===== src/rtl/sdf_pkg.sv =====
package sdf_pkg;
  // register byte offsets
  localparam logic [5:0] SDF_OFS_RAW  = 6'h00;
  localparam logic [5:0] SDF_OFS_MASK = 6'h04;
  localparam logic [5:0] SDF_OFS_CLR  = 6'h08;
  localparam logic [5:0] SDF_OFS_THR  = 6'h38;
  localparam int         SDF_ADDR_W   = 6;
  localparam int         SDF_DATA_W   = 32;
  localparam int         SDF_NFLAGS   = 15;
  // flag positions
  localparam int SDF_B_REPLY_CRC   = 14;
  localparam int SDF_B_LINE3_LOW   = 13;
  localparam int SDF_B_LINE3_HIGH  = 12;
  localparam int SDF_B_CMD_SENT    = 11;
  localparam int SDF_B_BUSY_REL    = 10;
  localparam int SDF_B_CARD_TX_ERR = 9;
  localparam int SDF_B_CARD_RX_ERR = 8;
  localparam int SDF_B_BUS_RX_ERR  = 7;
  localparam int SDF_B_BUS_TX_ERR  = 6;
  localparam int SDF_B_RX_FULL     = 5;
  localparam int SDF_B_RX_LEVEL    = 4;
  localparam int SDF_B_RX_NONEMPTY = 3;
  localparam int SDF_B_TX_SPACE    = 2;
  localparam int SDF_B_TX_ROOM     = 1;
  localparam int SDF_B_TX_DRAINED  = 0;
  // threshold register fields
  localparam int SDF_THR_RX_LSB = 8;
  localparam int SDF_THR_TX_LSB = 0;
  localparam int SDF_THR_W      = 8;
  localparam int SDF_CMP_W      = 9;
  // reset values
  localparam logic [14:0] SDF_MASK_RST   = 15'h7fff;
  localparam logic [14:0] SDF_FLAGS_RST  = 15'h0000;
  localparam logic [7:0]  SDF_TX_THR_RST = 8'h40;
  localparam logic [7:0]  SDF_RX_THR_RST = 8'h00;
  // bus-side access widths
  typedef enum logic [1:0] {SDF_SZ_BYTE, SDF_SZ_HALF, SDF_SZ_WORD, SDF_SZ_NONE} sdf_size_t;
endpackage : sdf_pkg


===== src/rtl/sdf_queue_watch.sv =====
`timescale 1ns/1ns
module sdf_queue_watch
  import sdf_pkg::*;
#(
  parameter int QUEUE_BYTES = 64,
  parameter int LW          = 7
) (
  input  wire logic          sys_clk,
  input  wire logic          rst,
  input  wire logic [LW-1:0] level,
  input  wire logic          bus_acc,
  input  wire sdf_size_t     bus_size,
  output logic               empty,
  output logic               full,
  output logic               went_empty,
  output logic               went_full,
  output logic               left_empty,
  output logic               left_full,
  output logic               misaligned
);
  logic      empty_prev_ff;
  logic      full_prev_ff;
  logic [1:0] ptr_ff;
  sdf_size_t last_size_ff;
  logic [1:0] step;

  assign empty      = (level == '0);
  assign full       = (level == LW'(QUEUE_BYTES));
  assign went_empty = empty & ~empty_prev_ff;
  assign went_full  = full & ~full_prev_ff;
  assign left_empty = ~empty & empty_prev_ff;
  assign left_full  = ~full & full_prev_ff;
  assign step       = (bus_size == SDF_SZ_BYTE) ? 2'h1 :
                      (bus_size == SDF_SZ_HALF) ? 2'h2 : 2'h0;
  // width change while the byte pointer is off byte zero
  assign misaligned = bus_acc & (bus_size != last_size_ff) & (ptr_ff != 2'h0);

  always_ff @(posedge sys_clk or posedge rst) begin
    if (rst) begin
      empty_prev_ff <= 1'b1;
      full_prev_ff  <= 1'b0;
    end else begin
      empty_prev_ff <= empty;
      full_prev_ff  <= full;
    end
  end

  always_ff @(posedge sys_clk or posedge rst) begin
    if (rst) begin
      ptr_ff       <= 2'h0;
      last_size_ff <= SDF_SZ_WORD;
    end else if (bus_acc) begin
      ptr_ff       <= ptr_ff + step;
      last_size_ff <= bus_size;
    end
  end
endmodule : sdf_queue_watch


===== src/rtl/sdf_event_flags.sv =====
// Notes on behaviour
// RULE_01: reply checksum failure sets flag bit 14.
// RULE_02: data machine idle with line three low sets bit 13.
// RULE_03: data machine idle with line three high sets bit 12.
// RULE_04: command fully sent sets bit 11.
// RULE_05: card busy ending sets bit 10.
// RULE_06: card-side transmit underrun bit 9, receive overrun bit 8.
// RULE_07: bus-side receive underrun bit 7, transmit overrun bit 6.
// RULE_08: bus access width change off byte zero counts as misaligned.
// RULE_09: receive queue becoming full sets bit 5.
// RULE_10: receive byte count above receive threshold sets bit 4.
// RULE_11: receive queue leaving empty sets bit 3.
// RULE_12: transmit queue leaving full sets bit 2.
// RULE_13: transmit free space above transmit threshold sets bit 1.
// RULE_14: transmit queue becoming empty sets bit 0.
// RULE_15: raw unmasked flags readable in a read-only register.
// RULE_16: mask bit one blocks flag from interrupt, zero passes it.
// RULE_17: writing one to clear register clears flag; zero does nothing.
// RULE_18: flags latch until cleared and read zero after reset.
`timescale 1ns/1ns
module sdf_event_flags
  import sdf_pkg::*;
#(
  parameter int QUEUE_BYTES = 64,
  parameter int LW          = $clog2(QUEUE_BYTES + 1)
) (
  input  wire logic                  sys_clk,
  input  wire logic                  rst,
  input  wire logic [SDF_ADDR_W-1:0] avs_address,
  input  wire logic                  avs_read,
  input  wire logic                  avs_write,
  input  wire logic [SDF_DATA_W-1:0] avs_writedata,
  input  wire logic [3:0]            avs_byteenable,
  output logic      [SDF_DATA_W-1:0] avs_readdata,
  output logic                       avs_waitrequest,
  input  wire logic                  reply_crc_fail,
  input  wire logic                  data_sm_idle,
  input  wire logic                  card_data_line_three,
  input  wire logic                  cmd_sent,
  input  wire logic                  card_busy,
  input  wire logic                  card_tx_pop,
  input  wire logic                  card_rx_push,
  input  wire logic                  bus_rx_pop,
  input  wire sdf_size_t             bus_rx_size,
  input  wire logic                  bus_tx_push,
  input  wire sdf_size_t             bus_tx_size,
  input  wire logic [LW-1:0]         rx_level,
  input  wire logic [LW-1:0]         tx_level,
  output logic                       irq
);
  if (QUEUE_BYTES < 4 || QUEUE_BYTES > 256 || (QUEUE_BYTES % 4) != 0 ||
      LW != $clog2(QUEUE_BYTES + 1)) begin : g_bad_param
    $error("sdf_event_flags: queue size must be 4..256 bytes, multiple of 4");
  end

  logic [SDF_NFLAGS-1:0] flags_ff;
  logic [SDF_NFLAGS-1:0] mask_ff;
  logic [SDF_THR_W-1:0]  rx_thr_ff;
  logic [SDF_THR_W-1:0]  tx_thr_ff;
  logic                  wait_ff;
  logic [SDF_DATA_W-1:0] rdata_ff;
  logic                  irq_ff;
  logic                  busy_prev_ff;

  // ---------------- bus slave ----------------
  // one wait cycle per access: request seen, then waitrequest drops for one edge
  wire req       = avs_read | avs_write;
  wire wr_commit = avs_write & ~wait_ff;
  wire sel_raw   = (avs_address == SDF_OFS_RAW);
  wire sel_mask  = (avs_address == SDF_OFS_MASK);
  wire sel_clr   = (avs_address == SDF_OFS_CLR);
  wire sel_thr   = (avs_address == SDF_OFS_THR);
  wire [SDF_DATA_W-1:0] be_bits = {{8{avs_byteenable[3]}}, {8{avs_byteenable[2]}},
                                   {8{avs_byteenable[1]}}, {8{avs_byteenable[0]}}};
  wire [SDF_DATA_W-1:0] wmask   = avs_writedata & be_bits;
  wire [SDF_NFLAGS-1:0] clr_vec = (wr_commit & sel_clr) ? wmask[SDF_NFLAGS-1:0] : '0;

  // RULE_15 raw flags readback
  wire [SDF_DATA_W-1:0] rd_mux =
    sel_raw  ? {{(SDF_DATA_W-SDF_NFLAGS){1'b0}}, flags_ff} :
    sel_mask ? {{(SDF_DATA_W-SDF_NFLAGS){1'b0}}, mask_ff}  :
    sel_thr  ? {16'h0000, rx_thr_ff, tx_thr_ff}            : '0;

  wire nxt_wait = ~(req & wait_ff);
  wire [SDF_DATA_W-1:0] nxt_rdata = (avs_read & wait_ff) ? rd_mux : rdata_ff;

  always_ff @(posedge sys_clk or posedge rst) begin
    if (rst) begin
      wait_ff  <= 1'b1;
      rdata_ff <= '0;
    end else begin
      wait_ff  <= nxt_wait;
      rdata_ff <= nxt_rdata;
    end
  end

  assign avs_waitrequest = wait_ff;
  assign avs_readdata    = rdata_ff;

  // ---------------- mask and thresholds ----------------
  wire [SDF_NFLAGS-1:0] be_mask = be_bits[SDF_NFLAGS-1:0];
  wire [SDF_NFLAGS-1:0] nxt_mask =
    (wr_commit & sel_mask) ? ((mask_ff & ~be_mask) | (avs_writedata[SDF_NFLAGS-1:0] & be_mask))
                           : mask_ff;
  wire [SDF_THR_W-1:0] nxt_rx_thr = (wr_commit & sel_thr & avs_byteenable[1]) ?
    avs_writedata[SDF_THR_RX_LSB +: SDF_THR_W] : rx_thr_ff;
  wire [SDF_THR_W-1:0] nxt_tx_thr = (wr_commit & sel_thr & avs_byteenable[0]) ?
    avs_writedata[SDF_THR_TX_LSB +: SDF_THR_W] : tx_thr_ff;

  always_ff @(posedge sys_clk or posedge rst) begin
    if (rst) begin
      mask_ff   <= SDF_MASK_RST;
      rx_thr_ff <= SDF_RX_THR_RST;
      tx_thr_ff <= SDF_TX_THR_RST;
    end else begin
      mask_ff   <= nxt_mask;
      rx_thr_ff <= nxt_rx_thr;
      tx_thr_ff <= nxt_tx_thr;
    end
  end

  // ---------------- queue watchers ----------------
  logic tx_empty, tx_full, tx_went_empty, tx_left_full, tx_mis;
  logic rx_empty, rx_full, rx_went_full, rx_left_empty, rx_mis;

  // RULE_08 misalignment tracked per queue
  sdf_queue_watch #(.QUEUE_BYTES(QUEUE_BYTES), .LW(LW)) u_tx_watch (
    .sys_clk    (sys_clk),
    .rst        (rst),
    .level      (tx_level),
    .bus_acc    (bus_tx_push),
    .bus_size   (bus_tx_size),
    .empty      (tx_empty),
    .full       (tx_full),
    .went_empty (tx_went_empty),
    .went_full  (),
    .left_empty (),
    .left_full  (tx_left_full),
    .misaligned (tx_mis)
  );

  sdf_queue_watch #(.QUEUE_BYTES(QUEUE_BYTES), .LW(LW)) u_rx_watch (
    .sys_clk    (sys_clk),
    .rst        (rst),
    .level      (rx_level),
    .bus_acc    (bus_rx_pop),
    .bus_size   (bus_rx_size),
    .empty      (rx_empty),
    .full       (rx_full),
    .went_empty (),
    .went_full  (rx_went_full),
    .left_empty (rx_left_empty),
    .left_full  (),
    .misaligned (rx_mis)
  );

  // thresholds compare in a common width so small queues still work
  wire [LW-1:0]        tx_free   = LW'(QUEUE_BYTES) - tx_level;
  wire [SDF_CMP_W-1:0] rx_cnt_w  = SDF_CMP_W'(rx_level);
  wire [SDF_CMP_W-1:0] tx_free_w = SDF_CMP_W'(tx_free);
  wire [SDF_CMP_W-1:0] rx_thr_w  = SDF_CMP_W'(rx_thr_ff);
  wire [SDF_CMP_W-1:0] tx_thr_w  = SDF_CMP_W'(tx_thr_ff);

  // ---------------- event sources ----------------
  logic [SDF_NFLAGS-1:0] set_vec;
  // RULE_01 checksum failure
  assign set_vec[SDF_B_REPLY_CRC]   = reply_crc_fail;
  // RULE_02 line three low
  assign set_vec[SDF_B_LINE3_LOW]   = data_sm_idle & ~card_data_line_three;
  // RULE_03 line three high
  assign set_vec[SDF_B_LINE3_HIGH]  = data_sm_idle & card_data_line_three;
  // RULE_04 command sent
  assign set_vec[SDF_B_CMD_SENT]    = cmd_sent;
  // RULE_05 busy falling edge
  assign set_vec[SDF_B_BUSY_REL]    = busy_prev_ff & ~card_busy;
  // RULE_06 card-side queue errors
  assign set_vec[SDF_B_CARD_TX_ERR] = card_tx_pop & tx_empty;
  assign set_vec[SDF_B_CARD_RX_ERR] = card_rx_push & rx_full;
  // RULE_07 bus-side queue errors
  assign set_vec[SDF_B_BUS_RX_ERR]  = bus_rx_pop & (rx_empty | rx_mis);
  assign set_vec[SDF_B_BUS_TX_ERR]  = bus_tx_push & (tx_full | tx_mis);
  // RULE_09 receive full
  assign set_vec[SDF_B_RX_FULL]     = rx_went_full;
  // RULE_10 receive level
  assign set_vec[SDF_B_RX_LEVEL]    = rx_cnt_w > rx_thr_w;
  // RULE_11 receive non-empty
  assign set_vec[SDF_B_RX_NONEMPTY] = rx_left_empty;
  // RULE_12 transmit space
  assign set_vec[SDF_B_TX_SPACE]    = tx_left_full;
  // RULE_13 transmit room
  assign set_vec[SDF_B_TX_ROOM]     = tx_free_w > tx_thr_w;
  // RULE_14 transmit drained
  assign set_vec[SDF_B_TX_DRAINED]  = tx_went_empty;

  // RULE_17 RULE_18 set beats a clear in the same cycle
  wire [SDF_NFLAGS-1:0] nxt_flags = (flags_ff & ~clr_vec) | set_vec;
  // RULE_16 masked interrupt
  wire nxt_irq = |(nxt_flags & ~nxt_mask);

  always_ff @(posedge sys_clk or posedge rst) begin
    if (rst) begin
      flags_ff     <= SDF_FLAGS_RST;
      irq_ff       <= 1'b0;
      busy_prev_ff <= 1'b0;
    end else begin
      flags_ff     <= nxt_flags;
      irq_ff       <= nxt_irq;
      busy_prev_ff <= card_busy;
    end
  end

  assign irq = irq_ff;

  // ---------------- assertions ----------------
  a_crc_sets_flag: assert property (@(posedge sys_clk) disable iff (rst) // RULE_01
    reply_crc_fail |=> flags_ff[SDF_B_REPLY_CRC])
    else $error("checksum failure did not set flag");

  a_line3_low_flag: assert property (@(posedge sys_clk) disable iff (rst) // RULE_02
    data_sm_idle && !card_data_line_three |=> flags_ff[SDF_B_LINE3_LOW])
    else $error("line three low event missing");

  a_line3_high_flag: assert property (@(posedge sys_clk) disable iff (rst) // RULE_03
    data_sm_idle && card_data_line_three |=> flags_ff[SDF_B_LINE3_HIGH])
    else $error("line three high event missing");

  a_cmd_sent_flag: assert property (@(posedge sys_clk) disable iff (rst) // RULE_04
    cmd_sent |=> flags_ff[SDF_B_CMD_SENT])
    else $error("command sent event missing");

  a_busy_release_flag: assert property (@(posedge sys_clk) disable iff (rst) // RULE_05
    $fell(card_busy) |=> flags_ff[SDF_B_BUSY_REL])
    else $error("busy release event missing");

  a_card_tx_error: assert property (@(posedge sys_clk) disable iff (rst) // RULE_06
    card_tx_pop && tx_level == '0 |=> flags_ff[SDF_B_CARD_TX_ERR])
    else $error("card-side transmit error missing");

  a_bus_tx_error: assert property (@(posedge sys_clk) disable iff (rst) // RULE_07
    bus_tx_push && tx_level == LW'(QUEUE_BYTES) |=> flags_ff[SDF_B_BUS_TX_ERR])
    else $error("bus-side transmit error missing");

  a_rx_full_flag: assert property (@(posedge sys_clk) disable iff (rst) // RULE_09
    $rose(rx_level == LW'(QUEUE_BYTES)) |=> flags_ff[SDF_B_RX_FULL])
    else $error("receive full event missing");

  a_tx_drained_flag: assert property (@(posedge sys_clk) disable iff (rst) // RULE_14
    $rose(tx_level == '0) |=> flags_ff[SDF_B_TX_DRAINED])
    else $error("transmit drained event missing");

  a_clear_one_bit: assert property (@(posedge sys_clk) disable iff (rst) // RULE_17
    avs_write && !wait_ff && sel_clr && avs_byteenable[0] && avs_writedata[0] &&
    !set_vec[0] |=> !flags_ff[0])
    else $error("clear write left flag set");

  a_flag_holds: assert property (@(posedge sys_clk) disable iff (rst) // RULE_18
    flags_ff[SDF_B_CMD_SENT] && !(avs_write && sel_clr) |=> flags_ff[SDF_B_CMD_SENT])
    else $error("flag dropped without clear");

  a_mask_blocks_irq: assert property (@(posedge sys_clk) disable iff (rst) // RULE_16
    mask_ff == '1 && !(avs_write && sel_mask) |=> !irq)
    else $error("interrupt raised while all masked");

  a_bus_answer: assert property (@(posedge sys_clk) disable iff (rst)
    req && wait_ff |=> !avs_waitrequest ##1 avs_waitrequest)
    else $error("bus answer not one cycle");

  c_read_raw: cover property (@(posedge sys_clk) disable iff (rst)
    avs_read && sel_raw && !wait_ff && avs_readdata != '0);
  c_clear_write: cover property (@(posedge sys_clk) disable iff (rst)
    wr_commit && sel_clr);
  c_irq_rise: cover property (@(posedge sys_clk) disable iff (rst) $rose(irq));
  c_misaligned: cover property (@(posedge sys_clk) disable iff (rst) tx_mis);
endmodule : sdf_event_flags


===== config.mk =====
export PLATFORM = sky130hd
export DESIGN_NAME = sdf_event_flags
export DESIGN_NICKNAME = d
export VERILOG_FILES = /design/src/rtl/sdf_pkg.sv /design/src/rtl/sdf_queue_watch.sv /design/src/rtl/sdf_event_flags.sv
export SDC_FILE = /design/constraint.sdc
export NUM_CORES = 1
export LEC_CHECK = 0
export BUFFER_PORTS_ARGS = -buffer_cell sky130_fd_sc_hd__buf_2
export CORE_MARGIN = 2
export CORE_UTILIZATION = 48
export DETAILED_ROUTE_END_ITERATION = 8
export PLACE_DENSITY = 0.76
export SLEW_MARGIN = 10
export SYNTH_ARGS = -nofsm -noshare
export SYNTH_HDL_FRONTEND = slang
export SYNTH_SLANG_ARGS = --single-unit

===== constraint.sdc =====
create_clock -name sys_clk -period 2 [get_ports sys_clk]
set_input_delay 0.1 -clock sys_clk [delete_from_list [all_inputs] [get_ports sys_clk]]
set_output_delay 0.1 -clock sys_clk [all_outputs]
set_load 0.02 [all_outputs]

======== After elaboration in Yosys (flattened, before gate mapping) ========
Index checks and enable logic that the tools add are counted.
word-level totals
  register bits after elaboration ......... 93
  input bits .............................. 73
  word-level logic and storage cells ...... 91
operators by class
  add/subtract/negate cells ............... 3
  order comparisons ....................... 2
  equality and inequality tests ........... 9
  multiplexer cells ....................... 9
  bitwise gates (word level) .............. 44
  reduce and logical (&&, ||, !) cells .... 8
operator list
  kind                                                  count
  AND 15 bit                                            5
  2-to-1 mux 16 bit                                     3
  NOT 15 bit                                            3
  2-to-1 mux 15 bit                                     2
  bitwise OR 15 bit                                     2
  AND 1 bit                                             23
  greater-than comparator 7 x 8 -> 1 bit                2
  OR reduction 15 bit                                   1
  equality test 7 bit (second input constant)           2
  logical NOT 7 bit                                     2
  2-to-1 mux 2 bit                                      4
  NOT 1 bit                                             8
  subtractor 7 bit (first input constant)               1
  equality test 6 x 3 -> 1 bit (second input constant)  1
  equality test 6 x 4 -> 1 bit (second input constant)  1
  equality test 6 bit (second input constant)           1
  logical NOT 6 bit                                     1
  adder 2 bit                                           2
  equality test 2 x 1 -> 1 bit (second input constant)  2
  logical NOT 2 bit                                     2
  inequality test 2 bit                                 2
  nonzero test 2 bit                                    2
  bitwise OR 1 bit                                      3

======== Logic depth before layout (Yosys ltp) ========
Gate-level depths: netlist (run 1).
  word-level depth ........................ 9
  depth in mapped cells ................... 13
  gate-level depth less buffers ........... 13

======== Cells and area by module ========
From an unflattened synthesis (run 1), not the netlist that was laid out.
second synthesis, totals
  cell total of the unflattened synthesis .. 390
  area, all modules ....................... 4071.4 sq um
modules (own cells, without submodules)
  module           instances  cells an instance  area each (sq um)  sequential area each (sq um)
  sdf_event_flags  1          330                3408.3             1647.8
  sdf_queue_watch  2          30                 331.6              152.6

======== Worst setup path before layout (run 1) ========
OpenSTA, ideal clock, no wires.
  kind .................................... register to register
  start point ............................. register wait_ff, in the netlist avs_waitrequest
  end point ............................... register irq_ff, in the netlist irq
  arrival ................................. 1.906 ns
  data required time ...................... 1.864 ns
  slack ................................... -0.041 ns
  cell stages (with the launch flop) ...... 9
  path through ............................ dfstp_2 and3b_1 clkbuf_1 and4b_1 buf_6 mux2_4 o21ba_1 nor4_1 nand4_1
between the ends
  elaborated cells on any way between the ends .. 12
  those cells by class .................... mux: 2; bitwise: 9; reduce/logical: 1
RTL lines
  element                 RTL line                RTL
  from (decl)             sdf_event_flags.sv:60   logic wait_ff;
  from (signal assigned)  sdf_event_flags.sv:92   wait_ff <= nxt_wait;
  NOT 1 bit               sdf_event_flags.sv:68   wire wr_commit = avs_write & ~wait_ff;
  AND 1 bit               sdf_event_flags.sv:68
  AND 1 bit               sdf_event_flags.sv:103  (wr_commit & sel_mask) ? ((mask_ff & ~be_mask) | (avs_writedata[SDF_NFLAGS-1:0] & be_mask))
  2-to-1 mux 15 bit       sdf_event_flags.sv:103
  named net nxt_mask[10]  sdf_event_flags.sv:102  wire [SDF_NFLAGS-1:0] nxt_mask =
  NOT 15 bit              sdf_event_flags.sv:198  wire nxt_irq = |(nxt_flags & ~nxt_mask);
  AND 15 bit              sdf_event_flags.sv:198
  OR reduction 15 bit     sdf_event_flags.sv:198
  named net nxt_irq       sdf_event_flags.sv:198
  to (signal assigned)    sdf_event_flags.sv:207  irq_ff <= nxt_irq;
  to (decl)               sdf_event_flags.sv:62   logic irq_ff;
The timed path passes the listed nets, and every way through them passes these cells.
A chain may end at the register's enable or synchronous reset.

======== Worst setup path after layout (run 1) ========
Ends and elaborated chain as after synthesis.

==> results of run 1 <==
[routing by layer]
layer | global-route usage | wire length [µm] | share of wire
met1 | 0.298 | 4280 | 0.43
met2 | 0.381 | 4670 | 0.47
met3 | 0.0683 | 800 | 0.081
met4 | 0.0646 | 129 | 0.013
met5 | 0 | 0 | 0
[cell families after synthesis]
family	count (synthesis)
simple gates	107
compound gates	87
flops	77
buf+inv	64
mux	32
fa+ha+maj	17
xor+xnor	12
other cells	1
[cell usage after synthesis, types with 4 or more instances]
master | number | share of area
a21oi_1 | 6 | 0.0073
a22o_1 | 8 | 0.017
a22oi_1 | 12 | 0.022
buf_2 | 4 | 0.0049
buf_4 | 16 | 0.029
clkbuf_1 | 13 | 0.012
dfrtp_1 | 56 | 0.34
dfstp_2 | 21 | 0.13
ha_1 | 17 | 0.052
inv_1 | 30 | 0.027
mux2_2 | 31 | 0.085
nand2_1 | 40 | 0.037
nand2b_1 | 13 | 0.020
nand4_1 | 13 | 0.020
nor2_1 | 10 | 0.0092
nor2b_1 | 5 | 0.0076
o21ai_0 | 38 | 0.046
o22ai_1 | 5 | 0.0076
xnor2_1 | 10 | 0.021
[cell type report]
class	count	area, µm²	share of cell area
well taps	105	131	0.0253
repair buffers	120	811	0.156
clock buffers	10	128	0.0246
inverters	30	116	0.0224
clock inverters	6	113	0.0217
flip-flops and latches	77	1950	0.376
multi-input cells	271	1940	0.373
[worst min-delay path, delay by kind of cell]
| family | cells | cell delay [ns] |
|---|---|---|
| AO/OA/AOI/OAI | 1 | 0.07 |
| buffers and inverters | 1 | 0.11 |
| AND/OR/NAND/NOR | 1 | 0.05 |
[sequential cells by signal, indices dropped and copies added, names as in the netlist]
name,count
avs_readdata,16
avs_waitrequest,1
busy_prev_ff,1
flags_ff,15
irq,1
mask_ff,15
rx_thr_ff,8
tx_thr_ff,8
u_rx_watch.empty_prev_ff,1
u_rx_watch.full_prev_ff,1
u_rx_watch.last_size_ff,2
u_rx_watch.ptr_ff,2
u_tx_watch.empty_prev_ff,1
u_tx_watch.full_prev_ff,1
u_tx_watch.last_size_ff,2
u_tx_watch.ptr_ff,2
[how the worst max path moves through the flow]
stage	start	endpoint	slack, ns	depth (start not counted)
floorplan	avs_waitrequest	irq	-0.02	8
global placement	tx_level[0]	irq	-0.06	13
detailed placement	tx_level[0]	irq	-0.09	13
CTS	avs_waitrequest	irq	0.01	6
global route	avs_waitrequest	irq	-0.09	7
finish	avs_waitrequest	irq	-0.009	7
[metrics by stage]
stage | power, mW | cells
after floorplan | 2.22 | 412
after global placement | 2.40 | 581
after detailed placement | 2.43 | 581
after CTS | 3.87 | 615
after global routing | 4.04 | 619
final | 3.86 | 619
[report_power, final]
group	internal (mW)	switching [mW]	total (mW)
combinational	0.311	0.338	0.648
sequential	1.71	0.0838	1.79
clock	0.831	0.585	1.42
total	2.85	1.01	3.86
[what timing repair did]
action	4_1_cts	5_1_grt
gates resized for setup	2	11
endpoints found under the hold margin	32	0
hold buffers	18	0
pin swaps	0	3
buffers inserted	0	4
setup endpoints to repair	1	1
==> key figures, run 1 <==
Outcome
  • Status: complete, but fails checks
  • Failing checks: setup timing

Timing
  • Post-route setup slack: -0.00871 ns
  • Final Hold Slack: 0.00610 ns
  • Setup TNS Final: -0.00871 ns
  • RSZ-0062 raised after global routing: yes
  • Slew HR: 0.537
  • Min cycle time layout: 2.01 ns
  • Worst-Margin Slew: 0.693 ns
  • Max Clk Rate: 498 MHz
  • Final hold violations: 0
  • Setup violators final: 1
  • Worst Skew: 0.0105 ns
  • Slew Limit Fails: 0
  • Tcrit/Tclk final: 1.00

Cells and area
  • Fin nets: 599
  • Commonest non-fill, non-tap cell in the layout: buf_2
  • Most frequent cells in the layout: 72 x buf_2, 56 x dfrtp_1, 40 x nand2_1, 38 x o21ai_0, 29 x inv_1
  • Post-layout util: 0.628
  • FILL cells: 677
  • # diodes: 0
  • Layout area overhead: 26.6%
  • Fin area: about 0.0052 mm²
  • Layout cell share with drive strength beyond 1: 0.354

Placement
  • Final Wtd Congestion: 0.833
  • IO buf count: between 70 and 80
  • DP Wirelength: 7.39 mm
  • Post-DP Area: 0.00468 mm²
  • Worst slack, placed: -0.0882 ns

Pwr
  • Static Leak: 2.52 nW
  • Power Density: between 700 and 800 mW/mm²
  • VDD IR-drop max: 0.627 mV

Routing
  • Final Routed Wirelength: 9.88 mm
  • # DRC: 0
  • First DRT Iteration DRCs: between 90 and 100
  • DRT Pass-1 Iters: 4
  • Antenna viol nets, final: 0
  • DR WL/cell: 16.0 µm
  • Via count: 3279
  • Drt via density: approximately 5.3

GRT
  • GRT overflow: 0
  • Global-route wire length before repair: 15.9 mm
  • Total track usage: 0.231
  • Largest net degree at the start of global routing: 33
  • Vias in the first global route: 3316
  • Initial antenna violation count: 0

Yosys
  • Mux cell area share after synthesis: 0.0888
  • Seq/Total Area, Yosys: 0.476
  • Adder-cell share of the synthesized area: 0.0519
  • Post-Synthesis Cell Area: about 0.004 mm²
  • Largest family of logic cells by synthesized area: simple AND/OR/NAND/NOR gates
  • Syn_area_per_cell: 10.3 µm²
  • XOR/XNOR share of the synthesized area: 0.0256
  • Post-Synth Simple-Gate Area: 0.144
  • Number of synthesized register bits: a little under 80
  • Syn Inst Count: just under 400
  • Post-synth EDFFs: 0
  • Fraction of the mapped netlist area in compound gates: 0.136
  • Synth warn: 0
  • Unique masters post-synth: 50
  • Most common flop cell mapped by yosys: dfrtp_1
  • Post-synth ARST share: 1.00

Clock network
  • TritonCTS Buffers: 9
  • Clock Path Buffers: 2
  • Insertion delay to the later sink of the worst-skew pair: 0.36 ns
  • H-tree depth: 3
  • Clock Pin Slew Worst Setup and Hold Paths: 0.08 ns
  • Root Buffer: clkbuf_8
  • # clock sinks: 77
  • CTS tree: yes

Worst setup path
  • Crit path launch type: register
  • Worst Path Arrival: 2.31 ns
  • Nature of the critical path endpoint: register
  • Family with the most delay on the worst path: simple AND/OR/NAND/NOR gates
  • Worst r2r src: avs_waitrequest
  • Crit-path max cell delay: 0.55 ns
  • Critical Path RT: 2.30 ns
  • Worst path slowest cell: dfstp_2
  • R2R Path End: irq
  • Setup slack, reg-to-reg: -0.009 ns
  • Critical path fanouts, max: 6
  • R2R depth: 7
  • Crit-path cells: and3b_1 > and4b_2 > buf_6 > mux2_4 > o32ai_2 > nor4_2 > nand4_1
  • Crit path buf inv count: 1
  • Crit path kind: register to register

Min path
  • WHS Endpoint: tx_thr_ff[4]
  • Hold path cells: 3
  • Hold Path Origin: avs_writedata[4]
  • Hold crit path type: input port to register

Flow run
  • Max cap viols: 0

Floorplanning
  • Full die area: 0.00930 mm²
  • Die width: about 96 µm
  • CORE AREA: 0.00826 mm²
  • Die Span Y: 96.4 µm
  • Cell Rows: 33
  • Initial Utilization: 0.497
  • Ports: 107
Power figures use the tool's default switching activity.
==> run 2, diff against run 1 <==
--- a/config.mk
+++ b/config.mk
@@ -10,6 +10,7 @@
 export CORE_UTILIZATION = 48
 export DETAILED_ROUTE_END_ITERATION = 8
 export PLACE_DENSITY = 0.76
+export REMOVE_ABC_BUFFERS = 1
 export SLEW_MARGIN = 10
 export SYNTH_ARGS = -nofsm -noshare
 export SYNTH_HDL_FRONTEND = slang
==> key figures, run 2 (synthesis results as in run 1) <==
Routing
  • Drt via density: 5.41
  • DRT Pass-1 Iters: 5
  • # DRC: 0
  • Via count: 3292
  • DR WL/cell: ~16 µm
  • First DRT Iteration DRCs: 175
  • Final Routed Wirelength: 9.81 mm
  • Antenna viol nets, final: 0

Cells and area
  • Layout cell share with drive strength beyond 1: 0.338
  • Layout area overhead: 22.0%
  • Fin nets: 588
  • Commonest non-fill, non-tap cell in the layout: buf_2
  • # diodes: 0
  • Largest register FFs: 16
  • Most frequent cells in the layout: 72 x buf_2, 56 x dfrtp_1, 40 x nand2_1, 38 x o21ai_0

Floorplanning
  • Full die area: 0.00930 mm²
  • Initial Utilization: 0.497
  • CORE AREA: roughly 0.0083 mm²
  • Die Span Y: 96.4 µm
  • Die width: 96.4 µm
  • Ports: 107
  • Cell Rows: 33

GRT
  • Total track usage: 0.223
  • Global-route wire length before repair: 15.7 mm
  • Initial antenna violation count: 0
  • GRT overflow: 0
  • Vias in the first global route: 3238
  • Largest net degree at the start of global routing: 60

Clock network
  • TritonCTS Buffers: 9
  • Setup Buffers After CTS: 0
  • H-tree depth: 3
  • Clock Path Buffers: 2
  • CTS tree: yes
  • Root Buffer: clkbuf_8
  • Clock Pin Slew Worst Setup and Hold Paths: 0.08 ns
  • Insertion delay to the later sink of the worst-skew pair: 0.35 ns
  • # clock sinks: 77

Worst setup path
  • Crit path buf inv count: 1
  • Crit-path max cell delay: 0.54 ns
  • Crit-path cells: and3b_1 > and4b_1 > buf_6 > mux2_2 > o32ai_4 > nor4_4 > nand4_1
  • Crit path launch type: register
  • Critical Path RT: 2.21 ns
  • Nature of the critical path endpoint: register
  • Crit path kind: register to register
  • Family with the most delay on the worst path: simple AND/OR/NAND/NOR gates
  • Worst path slowest cell: dfstp_2
  • Critical path fanouts, max: 7
  • Worst Path Arrival: 2.15 ns

Pwr
  • VDD IR-drop max: ~0.5 mV
  • Design Power: 3.48 mW
  • Power Density: 695 mW/mm²
  • Static Leak: 2.44 nW

Timing
  • Setup violators final: 0
  • Slew Limit Fails: 0
  • Setup TNS Final: 0 ns
  • RSZ-0062 raised after global routing: no
  • Worst Skew: 0.00922 ns
  • Min cycle time layout: slightly below 2 ns
  • Tcrit/Tclk final: 0.968
  • Final hold violations: 0
  • Max Clk Rate: 517 MHz
  • Post-route setup slack: 0.0640 ns

Placement
  • DP Wirelength: 7.25 mm
  • IO buf count: 72
  • Final Wtd Congestion: 0.899
  • Worst slack, placed: -0.0962 ns

Flow run
  • Max cap viols: 0

Outcome
  • Status: finished, final reports clean

Min path
  • Hold crit path type: input port to register
## run 2: cell types whose count changed in the layout (fill, tap and decap cells not counted), sizes merged
cell         before  now
buf             102   96
clkbuf           10   13
dlygate4sd3      18   13
clkinv            3    2
inv              29   30
bufinv            3    0
## run 2: layer usage
metal	GRT usage	routed length, µm
met4	0.0798	90
met1	0.296	4290
met3	0.0388	531
met2	0.371	4900
met5	0	0
## run 2: cell type report
cell class	instances	area [µm²]
clock buffer	13	149
inverter	30	113
multi-input combinational	271	1950
clock inverter	3	21.3
timing repair buffer	109	687
sequential	77	1950
fill	701	3260
tap	105	131
## run 2: worst register-to-register path: stages (launching register included)
cell and delay [ns]:
dfstp_2 0.54, and3b_1 0.19, and4b_1 0.18, buf_6 0.15
mux2_2 0.28, o32ai_4 0.11, nor4_4 0.23, nand4_1 0.13
## run 2: where the power goes
group | leakage (nW) | switching (mW) | internal [mW] | total (mW)
Clock | 0.0836 | 0.562 | 0.487 | 1.05
Combinational | 1.48 | 0.343 | 0.295 | 0.638
Sequential | 0.872 | 0.0825 | 1.71 | 1.79
## run 2: worst paths after layout
kind                                             to  cells after the start        startpoint  slack [ns]
max                                             irq                      7   avs_waitrequest        0.06
min                                    tx_thr_ff[4]                      3  avs_writedata[4]        0.02
max reg2reg                                     irq                      7   avs_waitrequest        0.06
min reg2reg                        avs_readdata[12]                      2  avs_readdata[12]        0.47
max in group asynchronous  u_tx_watch.empty_prev_ff                      4               rst        1.03
min in group asynchronous      u_rx_watch.ptr_ff[0]                      3               rst        0.29
## run 2: timing repair
| item | in CTS | in global routing |
|---|---|---|
| hold endpoints to repair | 24 | 0 |
| hold buffers | 13 | 0 |
| setup endpoints to repair | 1 | 1 |
| gates cloned | 0 | 0 |
| gates resized for setup | 2 | 8 |
| pin swaps | 1 | 3 |
## run 2: metrics by stage
step                      instance area, µm²   util  hold slack (ns)  instances
after global routing                    5000  0.606          0.00295        608
final                                   5000  0.606           0.0161        608
after floorplan                         3960      -            0.131        378
after global placement                  4640  0.562            0.118        579
after detailed placement                4640  0.562            0.126        579
after CTS                               4950  0.600          0.00328        608
